**src/aog_defs.svh**
```systemverilog
// aog_defs.svh: address map, register indices and step constants for the operand
// address generator; assumes an 8-bit data space core with a 16-bit data address.
`ifndef AOG_DEFS_SVH
`define AOG_DEFS_SVH

// data space regions
`define AOG_IO_BASE 16'h0020
`define AOG_SRAM_BASE 16'h0060
// last i/o address reachable by single-bit operations
`define AOG_BIT_IO_LAST 6'h1f
// low byte index of each pointer pair in the register file
`define AOG_PTR_X_LO 5'h1a
`define AOG_PTR_Y_LO 5'h1c
`define AOG_PTR_Z_LO 5'h1e
// pointer and program counter steps
`define AOG_PTR_STEP 16'h0001
`define AOG_PC_STEP 12'h001
`define AOG_PC_STEP_TWO_WORD 12'h002
// reset values and the single-bit mask seed
`define AOG_RST_BYTE 8'h00
`define AOG_RST_WORD 16'h0000
`define AOG_RST_PC 12'h000
`define AOG_BIT_ONE 8'h01

`endif

```
**src/aog_pkg.sv**
```systemverilog
// aog_pkg.sv: types shared by the operand address generator and its pointer unit;
// assumes an external decoder fills the request struct one instruction at a time.
package aog_pkg;

   typedef enum logic [3:0] {
      AOG_OP_NOP = 4'b0000,
      AOG_OP_REG_PAIR = 4'b0001,
      AOG_OP_IO_LOAD = 4'b0010,
      AOG_OP_IO_STORE = 4'b0011,
      AOG_OP_DATA_LOAD = 4'b0100,
      AOG_OP_DATA_STORE = 4'b0101,
      AOG_OP_CODE_CONST_LOAD = 4'b0110,
      AOG_OP_JUMP_VIA_POINTER = 4'b0111,
      AOG_OP_CALL_VIA_POINTER = 4'b1000,
      AOG_OP_RELATIVE_JUMP = 4'b1001,
      AOG_OP_RELATIVE_CALL = 4'b1010,
      AOG_OP_IO_BIT_SET_OP = 4'b1011,
      AOG_OP_IO_BIT_CLEAR_OP = 4'b1100,
      AOG_OP_SKIP_IF_BIT_SET = 4'b1101,
      AOG_OP_SKIP_IF_BIT_CLEAR = 4'b1110
   } aog_op_t;

   typedef enum logic [2:0] {
      AOG_AM_DIRECT = 3'b000,
      AOG_AM_PLAIN = 3'b001,
      AOG_AM_PREDEC = 3'b010,
      AOG_AM_POSTINC = 3'b011,
      AOG_AM_DISP = 3'b100
   } aog_amode_t;

   typedef enum logic [1:0] {
      AOG_PSEL_X = 2'b00,
      AOG_PSEL_Y = 2'b01,
      AOG_PSEL_Z = 2'b10
   } aog_psel_t;

   typedef enum logic [1:0] {
      AOG_RG_REG = 2'b00,
      AOG_RG_IO = 2'b01,
      AOG_RG_SRAM = 2'b10,
      AOG_RG_NONE = 2'b11
   } aog_region_t;

   typedef enum logic [1:0] {
      AOG_ST_IDLE = 2'b00,
      AOG_ST_ACCESS = 2'b01,
      AOG_ST_RMW = 2'b10
   } aog_state_t;

   typedef struct packed {
      aog_op_t op;
      aog_amode_t amode;
      aog_psel_t psel;
      logic [4:0] dst_reg;
      logic [4:0] source_reg;
      logic [5:0] io_addr;
      logic [2:0] bit_idx;
      logic [5:0] disp;
      logic [15:0] direct_addr;
      logic [11:0] rel_off;
   } aog_req_t;

   typedef struct packed {
      logic jump;
      logic call;
      logic [11:0] target;
      logic [11:0] ret_addr;
   } aog_flow_t;

endpackage : aog_pkg

```
**src/aog_ptr_unit.sv**
```systemverilog
// aog_ptr_unit.sv: combinational operand address and pointer update for one pointer pair;
// assumes the caller writes ptr_next back only when ptr_upd is high.
`timescale 1ns/1ns
`include "aog_defs.svh"

module aog_ptr_unit
   import aog_pkg::*;
#(
   parameter int PW = 16
) (
   input aog_amode_t amode,
   input logic [PW-1:0] ptr_val,
   input logic [5:0] disp,
   output logic [PW-1:0] op_addr,
   output logic [PW-1:0] ptr_next,
   output logic ptr_upd
);

   if (PW != 16) begin : g_bad_width
      $error("aog_ptr_unit: pointer pairs are two bytes wide");
   end

   wire [PW-1:0] ptr_dec;
   wire [PW-1:0] ptr_inc;
   wire [PW-1:0] disp_sum;

   // full 16-bit arithmetic, carry crosses the byte boundary and wraps
   assign ptr_dec = ptr_val - `AOG_PTR_STEP;
   assign ptr_inc = ptr_val + `AOG_PTR_STEP;
   // unsigned six-bit offset above the base, 0..63
   assign disp_sum = ptr_val + {10'h000, disp};

   // predecrement uses the new value, postincrement the old one
   assign op_addr = (amode == AOG_AM_PREDEC) ? ptr_dec :
                    (amode == AOG_AM_DISP) ? disp_sum : ptr_val;
   assign ptr_next = (amode == AOG_AM_PREDEC) ? ptr_dec : ptr_inc;
   assign ptr_upd = (amode == AOG_AM_PREDEC) || (amode == AOG_AM_POSTINC);

endmodule : aog_ptr_unit

```
**src/aog_core.sv**
```systemverilog
// aog_core.sv: register file, operand address generation, data/io/code access sequencing
// and program flow targets; assumes a decoder offering one request at a time and
// memories and i/o that answer in the same cycle as the registered strobe.
`timescale 1ns/1ns
`include "aog_defs.svh"

// Function
// two-register ops read source and destination, result written to destination
// i/o direct takes a six-bit i/o address field plus a register field
// data direct uses the 16-bit address word of a two-word instruction
// displacement mode adds six-bit offset to the Y or Z pointer; the code also adds it to X when X is selected
// plain indirect uses any pointer pair unchanged as address
// predecrement: decrement pointer, use and keep the decremented value
// postincrement: use old pointer value, then increment the pointer
// code constant: Z upper fifteen bits give word, bit 0 picks byte; the code uses only z[12:1] as the word
// pointer jump and call load the program counter from Z
// relative jump and call go to pc plus offset plus one
// core runs directly on the system clock, no division
// next instruction fetched while the current one executes
// register read, alu operation and writeback complete in one cycle
// every internal data memory access takes two clock cycles
// i/o addresses 0x00..0x3f also appear at data addresses plus 0x20
// bit set/clear and bit skips only for i/o addresses 0x00..0x1f
// some i/o flags clear when a one is written to them
// bit set/clear rewrite the whole register, set flags written back as one
// software should write reserved bits as zero
// software must never write reserved i/o addresses
// data space: registers 0x00-0x1f, i/o 0x20-0x5f, sram from 0x60
// pointer pairs are registers 26..31 as low/high byte pairs
// displacement reaches 63 locations above the pointer base
// program counter is 12 bits, jump targets truncated to it
// pointer steps are 16-bit with byte carry, wrapping modulo 65536
// data accesses above sram have no effect, reads return zero
module aog_core
   import aog_pkg::*;
#(
   parameter int SRAM_AW = 9
) (
   input logic clk,
   input logic rst_n,
   input logic req_valid,
   input aog_req_t req,
   output logic req_ready,
   output logic [7:0] alu_a,
   output logic [7:0] alu_b,
   input logic [7:0] alu_result,
   output logic [SRAM_AW-1:0] sram_addr,
   output logic sram_re,
   output logic sram_we,
   output logic [7:0] sram_wdata,
   input logic [7:0] sram_rdata,
   output logic [5:0] io_addr,
   output logic io_re,
   output logic io_we,
   output logic [7:0] io_wdata,
   input logic [7:0] io_rdata,
   output logic [11:0] code_addr,
   output logic code_re,
   output logic code_byte_hi,
   input logic [15:0] code_rdata,
   output logic [11:0] pc,
   output logic [11:0] fetch_addr,
   output aog_flow_t flow,
   output logic skip,
   output logic bit_op_refused
);

   if (SRAM_AW < 1 || SRAM_AW > 15) begin : g_bad_sram
      $error("aog_core: SRAM_AW must lie in 1..15");
   end

   localparam logic [16:0] SRAM_END = {1'b0, `AOG_SRAM_BASE} + (17'h00001 << SRAM_AW);

   logic [7:0] rf [32];
   aog_state_t state;
   aog_req_t acc_req;
   aog_region_t acc_region;
   logic [15:0] acc_addr;
   logic [7:0] wdata;

   // data space split; anything beyond the sram is a dead region
   function automatic aog_region_t region_of(input logic [15:0] a);
      if (a < `AOG_IO_BASE) region_of = AOG_RG_REG;
      else if (a < `AOG_SRAM_BASE) region_of = AOG_RG_IO;
      else if ({1'b0, a} < SRAM_END) region_of = AOG_RG_SRAM;
      else region_of = AOG_RG_NONE;
   endfunction : region_of

   // pointer pair low byte index; pairs live in the top six registers
   function automatic logic [4:0] ptr_lo(input aog_psel_t s);
      case (s)
         AOG_PSEL_X: ptr_lo = `AOG_PTR_X_LO;
         AOG_PSEL_Y: ptr_lo = `AOG_PTR_Y_LO;
         default: ptr_lo = `AOG_PTR_Z_LO;
      endcase
   endfunction : ptr_lo

   wire [4:0] sel_lo = ptr_lo(req.psel);
   wire [4:0] sel_hi = sel_lo | 5'h01;
   wire [15:0] sel_ptr = {rf[sel_hi], rf[sel_lo]};
   wire [15:0] z_ptr = {rf[`AOG_PTR_Z_LO | 5'h01], rf[`AOG_PTR_Z_LO]};

   wire [15:0] ind_addr;
   wire [15:0] ptr_next;
   wire ptr_upd;

   aog_ptr_unit #(.PW(16)) u_ptr (
      .amode(req.amode),
      .ptr_val(sel_ptr),
      .disp(req.disp),
      .op_addr(ind_addr),
      .ptr_next(ptr_next),
      .ptr_upd(ptr_upd)
   );

   // request decode
   wire accept = req_valid && (state == AOG_ST_IDLE);
   wire is_ld = (req.op == AOG_OP_DATA_LOAD) || (req.op == AOG_OP_IO_LOAD);
   wire is_st = (req.op == AOG_OP_DATA_STORE) || (req.op == AOG_OP_IO_STORE);
   wire is_mem = (req.op == AOG_OP_DATA_LOAD) || (req.op == AOG_OP_DATA_STORE);
   wire is_bit = (req.op == AOG_OP_IO_BIT_SET_OP) || (req.op == AOG_OP_IO_BIT_CLEAR_OP) ||
                 (req.op == AOG_OP_SKIP_IF_BIT_SET) || (req.op == AOG_OP_SKIP_IF_BIT_CLEAR);
   wire is_const = (req.op == AOG_OP_CODE_CONST_LOAD);
   wire is_direct = is_mem && (req.amode == AOG_AM_DIRECT);
   // upper half of the i/o map has no bit access
   wire bit_ok = (req.io_addr <= `AOG_BIT_IO_LAST);
   wire go = accept && (is_ld || is_st || is_const || (is_bit && bit_ok));
   wire ptr_we = accept && is_mem && !is_direct && ptr_upd;

   // direct address from the second instruction word; i/o field mapped up
   wire [15:0] io_dspace = `AOG_IO_BASE + {10'h000, req.io_addr};
   wire [15:0] next_addr = is_direct ? req.direct_addr : is_mem ? ind_addr : io_dspace;
   wire aog_region_t next_region = region_of(next_addr);
   wire [15:0] sram_off = next_addr - `AOG_SRAM_BASE;
   // i/o index from whichever address was formed, data space or i/o field
   wire [15:0] io_off = next_addr - `AOG_IO_BASE;

   wire next_sram_re = go && is_ld && (next_region == AOG_RG_SRAM);
   wire next_sram_we = go && is_st && (next_region == AOG_RG_SRAM);
   wire next_io_re = go && ((is_ld && next_region == AOG_RG_IO) || is_bit);
   wire next_io_we_req = go && is_st && (next_region == AOG_RG_IO);

   // access cycle decode
   wire in_access = (state == AOG_ST_ACCESS);
   wire acc_ld = (acc_req.op == AOG_OP_DATA_LOAD) || (acc_req.op == AOG_OP_IO_LOAD);
   wire acc_st = (acc_req.op == AOG_OP_DATA_STORE) || (acc_req.op == AOG_OP_IO_STORE);
   wire acc_const = (acc_req.op == AOG_OP_CODE_CONST_LOAD);
   wire acc_rmw = (acc_req.op == AOG_OP_IO_BIT_SET_OP) ||
                  (acc_req.op == AOG_OP_IO_BIT_CLEAR_OP);
   wire acc_skip_op = (acc_req.op == AOG_OP_SKIP_IF_BIT_SET) ||
                      (acc_req.op == AOG_OP_SKIP_IF_BIT_CLEAR);
   wire [7:0] bit_mask = `AOG_BIT_ONE << acc_req.bit_idx;
   // pointer named by the request in flight, not by whatever is offered now
   wire [4:0] acc_lo = ptr_lo(acc_req.psel);
   wire [15:0] acc_ptr = {rf[acc_lo | 5'h01], rf[acc_lo]};
   wire bit_val = |(io_rdata & bit_mask);
   wire skip_hit = in_access && acc_skip_op &&
                   (bit_val == (acc_req.op == AOG_OP_SKIP_IF_BIT_SET));
   // whole register rewritten: a set w1c flag goes back as one and clears
   wire [7:0] rmw_val = (acc_req.op == AOG_OP_IO_BIT_SET_OP) ? (io_rdata | bit_mask) :
                        (io_rdata & ~bit_mask);
   // selected byte of the program word
   wire [7:0] code_byte = code_byte_hi ? code_rdata[15:8] : code_rdata[7:0];
   // dead region reads as zero and nothing is strobed
   wire [7:0] ld_data = acc_const ? code_byte :
                        (acc_region == AOG_RG_REG) ? rf[acc_addr[4:0]] :
                        (acc_region == AOG_RG_IO) ? io_rdata :
                        (acc_region == AOG_RG_SRAM) ? sram_rdata : `AOG_RST_BYTE;

   // single register file write port
   wire rf_alu_we = accept && (req.op == AOG_OP_REG_PAIR);
   wire rf_acc_we = in_access && (acc_ld || acc_const || (acc_st && acc_region == AOG_RG_REG));
   wire rf_we = rf_alu_we || rf_acc_we;
   wire [4:0] rf_waddr = rf_alu_we ? req.dst_reg : acc_st ? acc_addr[4:0] : acc_req.dst_reg;
   wire [7:0] rf_wdata = rf_alu_we ? alu_result : acc_st ? wdata : ld_data;

   // both operands come straight off the register file
   assign alu_a = rf[req.dst_reg];
   assign alu_b = rf[req.source_reg];
   assign req_ready = (state == AOG_ST_IDLE);
   // prefetch runs one word ahead of the executing instruction
   assign fetch_addr = pc + `AOG_PC_STEP;
   assign sram_wdata = wdata;
   assign io_wdata = wdata;

   // program flow, all targets cut to 12 bits
   wire [11:0] rel_target = pc + req.rel_off + `AOG_PC_STEP;
   wire is_ptr_flow = (req.op == AOG_OP_JUMP_VIA_POINTER) ||
                      (req.op == AOG_OP_CALL_VIA_POINTER);
   wire is_rel_flow = (req.op == AOG_OP_RELATIVE_JUMP) || (req.op == AOG_OP_RELATIVE_CALL);
   wire is_call = (req.op == AOG_OP_CALL_VIA_POINTER) || (req.op == AOG_OP_RELATIVE_CALL);
   wire [11:0] flow_target = is_ptr_flow ? z_ptr[11:0] : rel_target;
   wire [11:0] seq_pc = pc + (is_direct ? `AOG_PC_STEP_TWO_WORD : `AOG_PC_STEP);
   wire [11:0] next_pc = !accept ? (skip_hit ? pc + `AOG_PC_STEP : pc) :
                         (is_ptr_flow || is_rel_flow) ? flow_target : seq_pc;

   aog_state_t next_state;
   assign next_state = (state == AOG_ST_IDLE) ? (go ? AOG_ST_ACCESS : AOG_ST_IDLE) :
                       (state == AOG_ST_ACCESS && acc_rmw) ? AOG_ST_RMW : AOG_ST_IDLE;

   // core state runs on clk itself, no prescaler
   always_ff @(posedge clk) begin
      if (!rst_n) begin
         state <= AOG_ST_IDLE;
         acc_req <= '0;
         acc_region <= AOG_RG_REG;
         acc_addr <= `AOG_RST_WORD;
      end else begin
         state <= next_state;   // two-cycle data access
         if (accept) begin
            acc_req <= req;
            acc_region <= next_region;
            acc_addr <= next_addr;
         end
      end
   end

   // strobes are registered so the memory sees them in the second cycle
   always_ff @(posedge clk) begin
      if (!rst_n) begin
         sram_re <= 1'b0;
         sram_we <= 1'b0;
         sram_addr <= '0;
         io_re <= 1'b0;
         io_we <= 1'b0;
         io_addr <= 6'h00;
      end else begin
         sram_re <= next_sram_re;
         sram_we <= next_sram_we;
         if (go) sram_addr <= sram_off[SRAM_AW-1:0];
         io_re <= next_io_re;
         io_we <= next_io_we_req || (in_access && acc_rmw);
         if (go) io_addr <= io_off[5:0];
      end
   end

   always_ff @(posedge clk) begin
      if (!rst_n) begin
         wdata <= `AOG_RST_BYTE;
         code_re <= 1'b0;
         code_addr <= `AOG_RST_PC;
         code_byte_hi <= 1'b0;
      end else begin
         if (accept) wdata <= rf[req.source_reg];
         else if (in_access && acc_rmw) wdata <= rmw_val;
         code_re <= go && is_const;
         // word address from z[12:1] within the 4k program space
         if (go && is_const) begin
            code_addr <= z_ptr[12:1];
            code_byte_hi <= z_ptr[0];
         end
      end
   end

   always_ff @(posedge clk) begin
      if (!rst_n) begin
         pc <= `AOG_RST_PC;
         flow <= '0;
         skip <= 1'b0;
         bit_op_refused <= 1'b0;
      end else begin
         pc <= next_pc;
         flow.jump <= accept && (is_ptr_flow || is_rel_flow);
         flow.call <= accept && is_call;
         if (accept) begin
            flow.target <= flow_target;
            flow.ret_addr <= pc + `AOG_PC_STEP;
         end
         skip <= skip_hit;
         bit_op_refused <= accept && is_bit && !bit_ok;
      end
   end

   // register file; pointer write-back and data writes never share a cycle
   always_ff @(posedge clk) begin
      if (!rst_n) begin
         for (int i = 0; i < 32; i++) rf[i] <= `AOG_RST_BYTE;
      end else begin
         if (rf_we) rf[rf_waddr] <= rf_wdata;
         if (ptr_we) begin
            rf[sel_lo] <= ptr_next[7:0];
            rf[sel_hi] <= ptr_next[15:8];
         end
      end
   end
endmodule : aog_core

```
**config.mk**
```make
export PLATFORM = sky130hd
export DESIGN_NAME = aog_core
export DESIGN_NICKNAME = d
export VERILOG_FILES = /design/src/aog_pkg.sv /design/src/aog_ptr_unit.sv /design/src/aog_core.sv
export VERILOG_INCLUDE_DIRS = /design/src
export SDC_FILE = /design/constraint.sdc
export NUM_CORES = 1
export LEC_CHECK = 0
export BUFFER_PORTS_ARGS = -buffer_cell sky130_fd_sc_hd__buf_2
export CELL_PAD_IN_SITES_DETAIL_PLACEMENT = 1
export CELL_PAD_IN_SITES_GLOBAL_PLACEMENT = 2
export CORE_MARGIN = 3
export CORE_UTILIZATION = 44
export DETAILED_ROUTE_END_ITERATION = 16
export PLACE_DENSITY = 0.87
export REMOVE_ABC_BUFFERS = 1
export SLEW_MARGIN = 25
export SYNTH_ARGS = -nofsm -noshare
export SYNTH_HDL_FRONTEND = slang
export SYNTH_SLANG_ARGS = --single-unit
```
**constraint.sdc**
```tcl
create_clock -name clk -period 9.7 [get_ports clk]
set_input_delay 0.97 -clock clk [delete_from_list [all_inputs] [get_ports clk]]
set_output_delay 0.97 -clock clk [all_outputs]
set_load 0.03 [all_outputs]
```
==> impl_metrics.tcl, run 1 <==
set metrics [dict create \
    run_status "finished clean" \
    clk_path_buf_depth 3 \
    fp.dieW_um 235.6 \
    rsz0062_at_grt "false" \
    holdCritStartpoint "code_addr[1]$_SDFFE_PN0P_" \
    layout-drive-gt1-share 0.2778 \
    finalCritPeriodShare 0.5451 \
    drt_first_iter_violations 2484 \
    ys_ff_latch 357 \
    overflow 0 \
    crit_path_start_kind "register" \
    gp_congestion 1.019 \
    post_cts_buffers 0 \
    crit_arrival_ps 5590 \
    area_growth_pct 11.93 \
    syn-instance-count 2061 \
    core_um2 51720 \
    yosysTopAreaCell "edfxtp_1" \
    grt_max_degree 79 \
    first_pass_iters 5 \
    sequentialPowerShare 0.408 \
    layout.cells.non_filler 2888 \
    nFillCells 5511 \
    power_switching_mw 1.436 \
    min_path_cells 2 \
    dpl_cell_area_um2 24600 \
    worstSetupPathType "register to register" \
    post_cts_resize_count 0 \
    power_density_nw_per_um2 170.1 \
    finalCriticalPeriod_ps 5288 \
    initial_utilization 0.4483 \
    peakVddDrop_v 0.0001341 \
    ff2ff_path_depth 11 \
    nets 2309 \
    sw_frac_of_total 0.3252 \
    rows 83 \
    grt_use_total 0.3326 \
    io_pins 223 \
    synth_seq_area_share 0.4188 \
    tightest_slew_ps 1117 \
    hpwl_um 67920 \
    hold_violations 0 \
    clock_latency_ps 580 \
    io_buffers 222 \
    required_ps 10000 \
    hold_ws_ps 456.6 \
    avgRoutedWirePerCell_um 32.64 \
    grt_pass1_vias 19650 \
    skew_ps 21.77 \
    htree_levels 2 \
    async_flop_share 0 \
    cp_max_fo 36 \
    avgSynthCellArea_um2 11.25 \
    die_area_um2 55490 \
    min_path_type "register to register" \
    clock-sinks 357 \
    grt_pass1_wl_um 137000 \
    yosys-top-cells-area "edfxtp_1 (33%), mux4_2 (23%), dfxtp_1 (8.7%), nor2_1 (6.0%), nand2_1 (3.4%)" \
    p_int_mw 2.979 \
    combPwrFrac 0.229 \
    p_leak_nw 9.562 \
    placedCellCount 2813 \
    ant_nets 0 \
    finalMaxSlewViolations 0 \
    setup_violations 0 \
    dr_total_vias 19590 \
    synth_edf_count 256 \
    ys_warn_count 0 \
    cts_hold_buf 0 \
    endpoint_kind "register" \
    antenna_found_initial 3 \
    reg2reg_slack_ps 4410 \
    synth_flop_cell "edfxtp_1" \
    dieHeight_um 235.6 \
    reg2reg_to "rf[6][6]$_SDFFCE_PN0P_" \
    cts_made_buffers 42 \
    yosysTopAreaCellShare 0.3316 \
    path_clk_slew_ps 70 \
    root_buffer "clkbuf_16" \
    tns_ps 0 \
    slew_headroom 0.2552 \
    syn_area_um2 23190 \
    hold_end "code_addr[1]$_SDFFE_PN0P_" \
    final_cell_area_um2 25950 \
    cts_tree "built" \
    drc 0 \
    clockPowerShare 0.363 \
    synthDistinctLibCells 81 \
    fin_util 0.5018 \
    maxCapViolCount 0 \
    max_clock_freq_ghz 0.1891 \
    via_per_inst 6.785 \
    totalWireLength_um 94260 \
]
worst max path at each step:
stage,slack (ps),from,to
after floorplan,4180,register,rf[0][1]$_SDFFCE_PN0P_
after global placement,4200,req[61],rf[16][3]$_SDFFCE_PN0P_
after detailed placement,4230,req[61],rf[17][0]$_SDFFCE_PN0P_
after CTS,4460,register,rf[6][6]$_SDFFCE_PN0P_
after global routing,4220,register,rf[10][6]$_SDFFCE_PN0P_
final,4410,register,rf[6][6]$_SDFFCE_PN0P_
power groups by stage:
stage,clock network [mW],logic (mW),registers (mW)
final,1.60,1.01,1.80
after global routing,1.67,1.05,1.81
after detailed placement,0,0.984,1.83
after floorplan,0,0.517,1.84
after CTS,1.61,0.990,1.80
after global placement,0,0.965,1.82
worst max-delay path: stages, from the launching register on:
cell and delay (ps):
dfxtp_4 900, buf_4 640, mux4_2 600, mux4_2 480, mux2i_1 210, o21ai_0 120
a21oi_1 170, or3_1 220, nand2b_1 780, o21a_1 430, buf_4 290, nor2_1 80
cells in the final DEF (no fill, tap or decap), types with 18 or more instances in the layout:
cell / n
nor2_1: 367
o21ai_0: 49
buf_2: 220
xnor2_1: 39
a211oi_1: 32
nand2_1: 208
nor3_1: 41
buf_4: 33
clkbuf_16: 42
mux2i_1: 55
o22ai_1: 28
dfxtp_1: 99
a21oi_1: 86
nand3_1: 37
nand4_1: 18
ha_1: 24
or3_1: 19
xor2_1: 20
inv_1: 31
mux4_2: 240
mux2_2: 26
edfxtp_1: 256
cells in the mapped netlist (37+ instances only):
cell and n:
nand2_1 208, nand3_1 37, nor3_1 42, dfxtp_1 101, nor2_1 368, clkbuf_1 99
mux2i_1 55, edfxtp_1 256, mux4_2 240, xnor2_1 39, o21ai_0 50, a21oi_1 87
state kept, by name (all words and copies together) (netlist names), named ones only:
signal	count
acc_region	2
code_byte_hi	1
code_addr	12
sram_re	1
skip	1
rf	256
pc	12
sram_addr	9
sram_we	1
io_re	1
io_wdata	8
bit_op_refused	1
acc_addr	5
acc_req	12
code_re	1
io_we	1
flow	26
state	2
through the flow:
stage               setup WS, ps  total power [mW]
floorplan                   4176             2.355
global placement            4200             2.784
detailed placement          4234             2.809
CTS                         4461             4.396
global route                4224             4.530
finish                      4412             4.415
routing by layer:
layer	vias to the layer above	GRT usage	part of all wire
met4	4	0.1383	0.050
met5	-	0	0.00041
li1	8039	-	-
met2	1285	0.5093	0.45
met3	283	0.1087	0.13
met1	9983	0.4370	0.37
kinds of logic after synthesis:
family,count (synthesis),share of synthesized area
xor+xnor,59,0.02229
mux,323,0.2711
buf+inv,214,0.04101
flops,357,0.4188
simple gates,767,0.1425
fa+ha+maj,27,0.01554
compound gates,314,0.08888
final cells by class:
| type | instances | area [um2] | area share |
|---|---|---|---|
| antenna | 1 | 2.502 | 0.00009642 |
| multi-input combinational | 1490 | 12570 | 0.4842 |
| timing repair buffer | 253 | 1349 | 0.05197 |
| inverter | 33 | 123.9 | 0.004773 |
| clock buffer | 51 | 1085 | 0.04180 |
| tap | 680 | 850.8 | 0.03278 |
| clock inverter | 23 | 261.5 | 0.01008 |
| sequential | 357 | 9714 | 0.3743 |
(Power assumes the default switching activity.)
==> run 2, diff against run 1 <==
--- a/config.mk
+++ b/config.mk
@@ -10,9 +10,9 @@
 export CELL_PAD_IN_SITES_DETAIL_PLACEMENT = 1
 export CELL_PAD_IN_SITES_GLOBAL_PLACEMENT = 2
 export CORE_MARGIN = 3
-export CORE_UTILIZATION = 44
+export CORE_UTILIZATION = 37
 export DETAILED_ROUTE_END_ITERATION = 16
-export PLACE_DENSITY = 0.87
+export PLACE_DENSITY = 0.78
 export REMOVE_ABC_BUFFERS = 1
 export SLEW_MARGIN = 25
 export SYNTH_ARGS = -nofsm -noshare
==> constraint.sdc (replaced) <==
create_clock -name clk -period 4.7 [get_ports clk]
set_input_delay 0.47 -clock clk [delete_from_list [all_inputs] [get_ports clk]]
set_output_delay 0.47 -clock clk [all_outputs]
set_load 0.03 [all_outputs]
==> run 2 against run 1 <==
  * Worst setup slack worse by 3900 ps
  * Critical path depth increased by 1
  * First-iteration DRC count fell by 11%
  * Worst hold slack got worse by 290 ps
  * Critical path type unchanged
==> impl_metrics.tcl, run 2 (synthesized netlist as in run 1, its figures left out) <==
set metrics [dict create \
    run_status "finished clean" \
    gp_congestion 0.9369 \
    dpl_cell_area_um2 25320 \
    slew_headroom 0.3291 \
    htree_levels 2 \
    clock_latency_ps 580 \
    min_path_type "primary input to register" \
    layout.cells.non_filler 3105 \
    final_cell_area_um2 26670 \
    cp_max_fo 7 \
    skew_ps 27.10 \
    antenna_found_initial 7 \
    reg2reg_from "rf[30][0]$_SDFFCE_PN0P_" \
    clockPowerShare 0.359 \
    crit_path_start_kind "register" \
    io_pins 223 \
    endpoint_kind "register" \
    sequentialPowerShare 0.401 \
    cts_tree "built" \
    dr_total_vias 19490 \
    grt_use_total 0.2812 \
    via_per_inst 6.275 \
    worstSetupPathType "register to register" \
    path_clk_slew_ps 60 \
    total_power_mw 9.157 \
    hpwl_um 70250 \
    overflow 0 \
    setup_violations 0 \
    dieHeight_um 256.3 \
    reg_top3 "rf x256, flow x26" \
    nFillCells 6655 \
    rows 91 \
    combPwrFrac 0.241 \
    io_buffers 222 \
    post_cts_buffers 0 \
    largest-register "rf" \
    final_common_cell "nor2_1" \
    placedCellCount 3024 \
    initial_utilization 0.3750 \
    avgRoutedWirePerCell_um 30.28 \
    tightest_slew_ps 1006 \
    core_um2 61830 \
    hold_ws_ps 169.8 \
    drc 0 \
    die_area_um2 65710 \
    fp.dieW_um 256.3 \
    holdCritStartpoint "req[36]" \
    grt_pass1_wl_um 137200 \
    totalWireLength_um 94010 \
    p_leak_nw 9.847 \
    first_pass_iters 6 \
    hold_violations 0 \
    clock-sinks 357 \
    sw_frac_of_total 0.3265 \
    fin_util 0.4314 \
    power_density_nw_per_um2 343.3 \
    grt_max_degree 67 \
    drt_first_iter_violations 2222 \
    grt_pass1_vias 19710 \
    finalCritPeriodShare 0.8828 \
    root_buffer "clkbuf_16" \
    crit_arrival_ps 4620 \
    largest_reg_flops 256 \
    layout-drive-gt1-share 0.2952 \
    p_int_mw 6.167 \
    clk_path_buf_depth 3 \
    nets 2363 \
    startpoint "rf[30][0]$_SDFFCE_PN0P_" \
    max_clock_freq_ghz 0.2410 \
    maxCapViolCount 0 \
    post_cts_resize_count 0 \
    required_ps 5170 \
    final_cell_mix "nor2_1 (367), edfxtp_1 (256), mux4_2 (240)" \
    ant_nets 0 \
    peakVddDrop_v 0.0001895 \
    power_switching_mw 2.990 \
    cts_hold_buf 0 \
    finalCriticalPeriod_ps 4149 \
    cts_made_buffers 42 \
    finalMaxSlewViolations 0 \
    rsz0062_at_grt "false" \
    area_growth_pct 15.04 \
]
[run 2: changes by cell type in the layout (fill, tap and decap cells not counted), sizes merged]
| cell | previous run | this run |
|---|---|---|
| buf | 253 | 307 |
| bufinv | 5 | 3 |
| clkbuf | 51 | 57 |
| clkinv | 13 | 11 |
| diode | 1 | 5 |
[run 2: critical path: stages (launching register included)]
cell,delay (ps)
edfxtp_1,620
nand2_1,90
o21ai_1,200
ha_1,240
inv_1,60
fa_1,440
o21ai_0,360
a41oi_1,280
or3_1,450
o31ai_1,300
a31oi_1,240
or4b_1,550
o221a_1,220
[run 2: area by class of cell]
class,count,area [um2],share of cell area
Antenna cell,5,12.51,0.0004691
Sequential cell,357,9714,0.3642
Multi-Input combinational cell,1490,12550,0.4705
Tap cell,837,1047,0.03926
Timing Repair Buffer,307,1879,0.07046
Clock inverter,19,187.7,0.007036
Inverter,33,123.9,0.004644
Clock buffer,57,1157,0.04339
[run 2: routing by layer]
metal	wire, um	global-route usage	part of all wire
met5	23	0	0.00024
met4	4011	0.1091	0.043
met3	8664	0.05531	0.092
met2	44220	0.4514	0.47
met1	37090	0.3772	0.39
[run 2: final timing paths]
| check | slack (ps) | to | cells after the start |
|---|---|---|---|
| max | 550 | acc_region[0]$_SDFFE_PN0P_ | 12 |
| min | 170 | acc_req[36]$_SDFFE_PN0P_ | 3 |
| max reg2reg | 550 | acc_region[0]$_SDFFE_PN0P_ | 12 |
| min reg2reg | 460 | acc_req[49]$_SDFFE_PN0P_ | 2 |
[run 2: metrics by stage]
step | worst slack (ps) | TNS (ps)
2_1_floorplan | -824.2 | -250890
3_3_place_gp | 473.3 | 0
3_5_place_dp | 378.3 | 0
4_1_cts | 636.0 | 0
5_1_grt | 284.7 | 0
6_report | 550.8 | 0
[run 2: power groups by stage]
| stage | registers (mW) | logic (mW) | clock network (mW) |
|---|---|---|---|
| after detailed placement | 3.73 | 2.16 | 0 |
| after global routing | 3.68 | 2.30 | 3.45 |
| after global placement | 3.72 | 2.14 | 0 |
| after floorplan | 3.79 | 1.07 | 0 |
| final | 3.67 | 2.20 | 3.28 |
| after CTS | 3.66 | 2.17 | 3.32 |
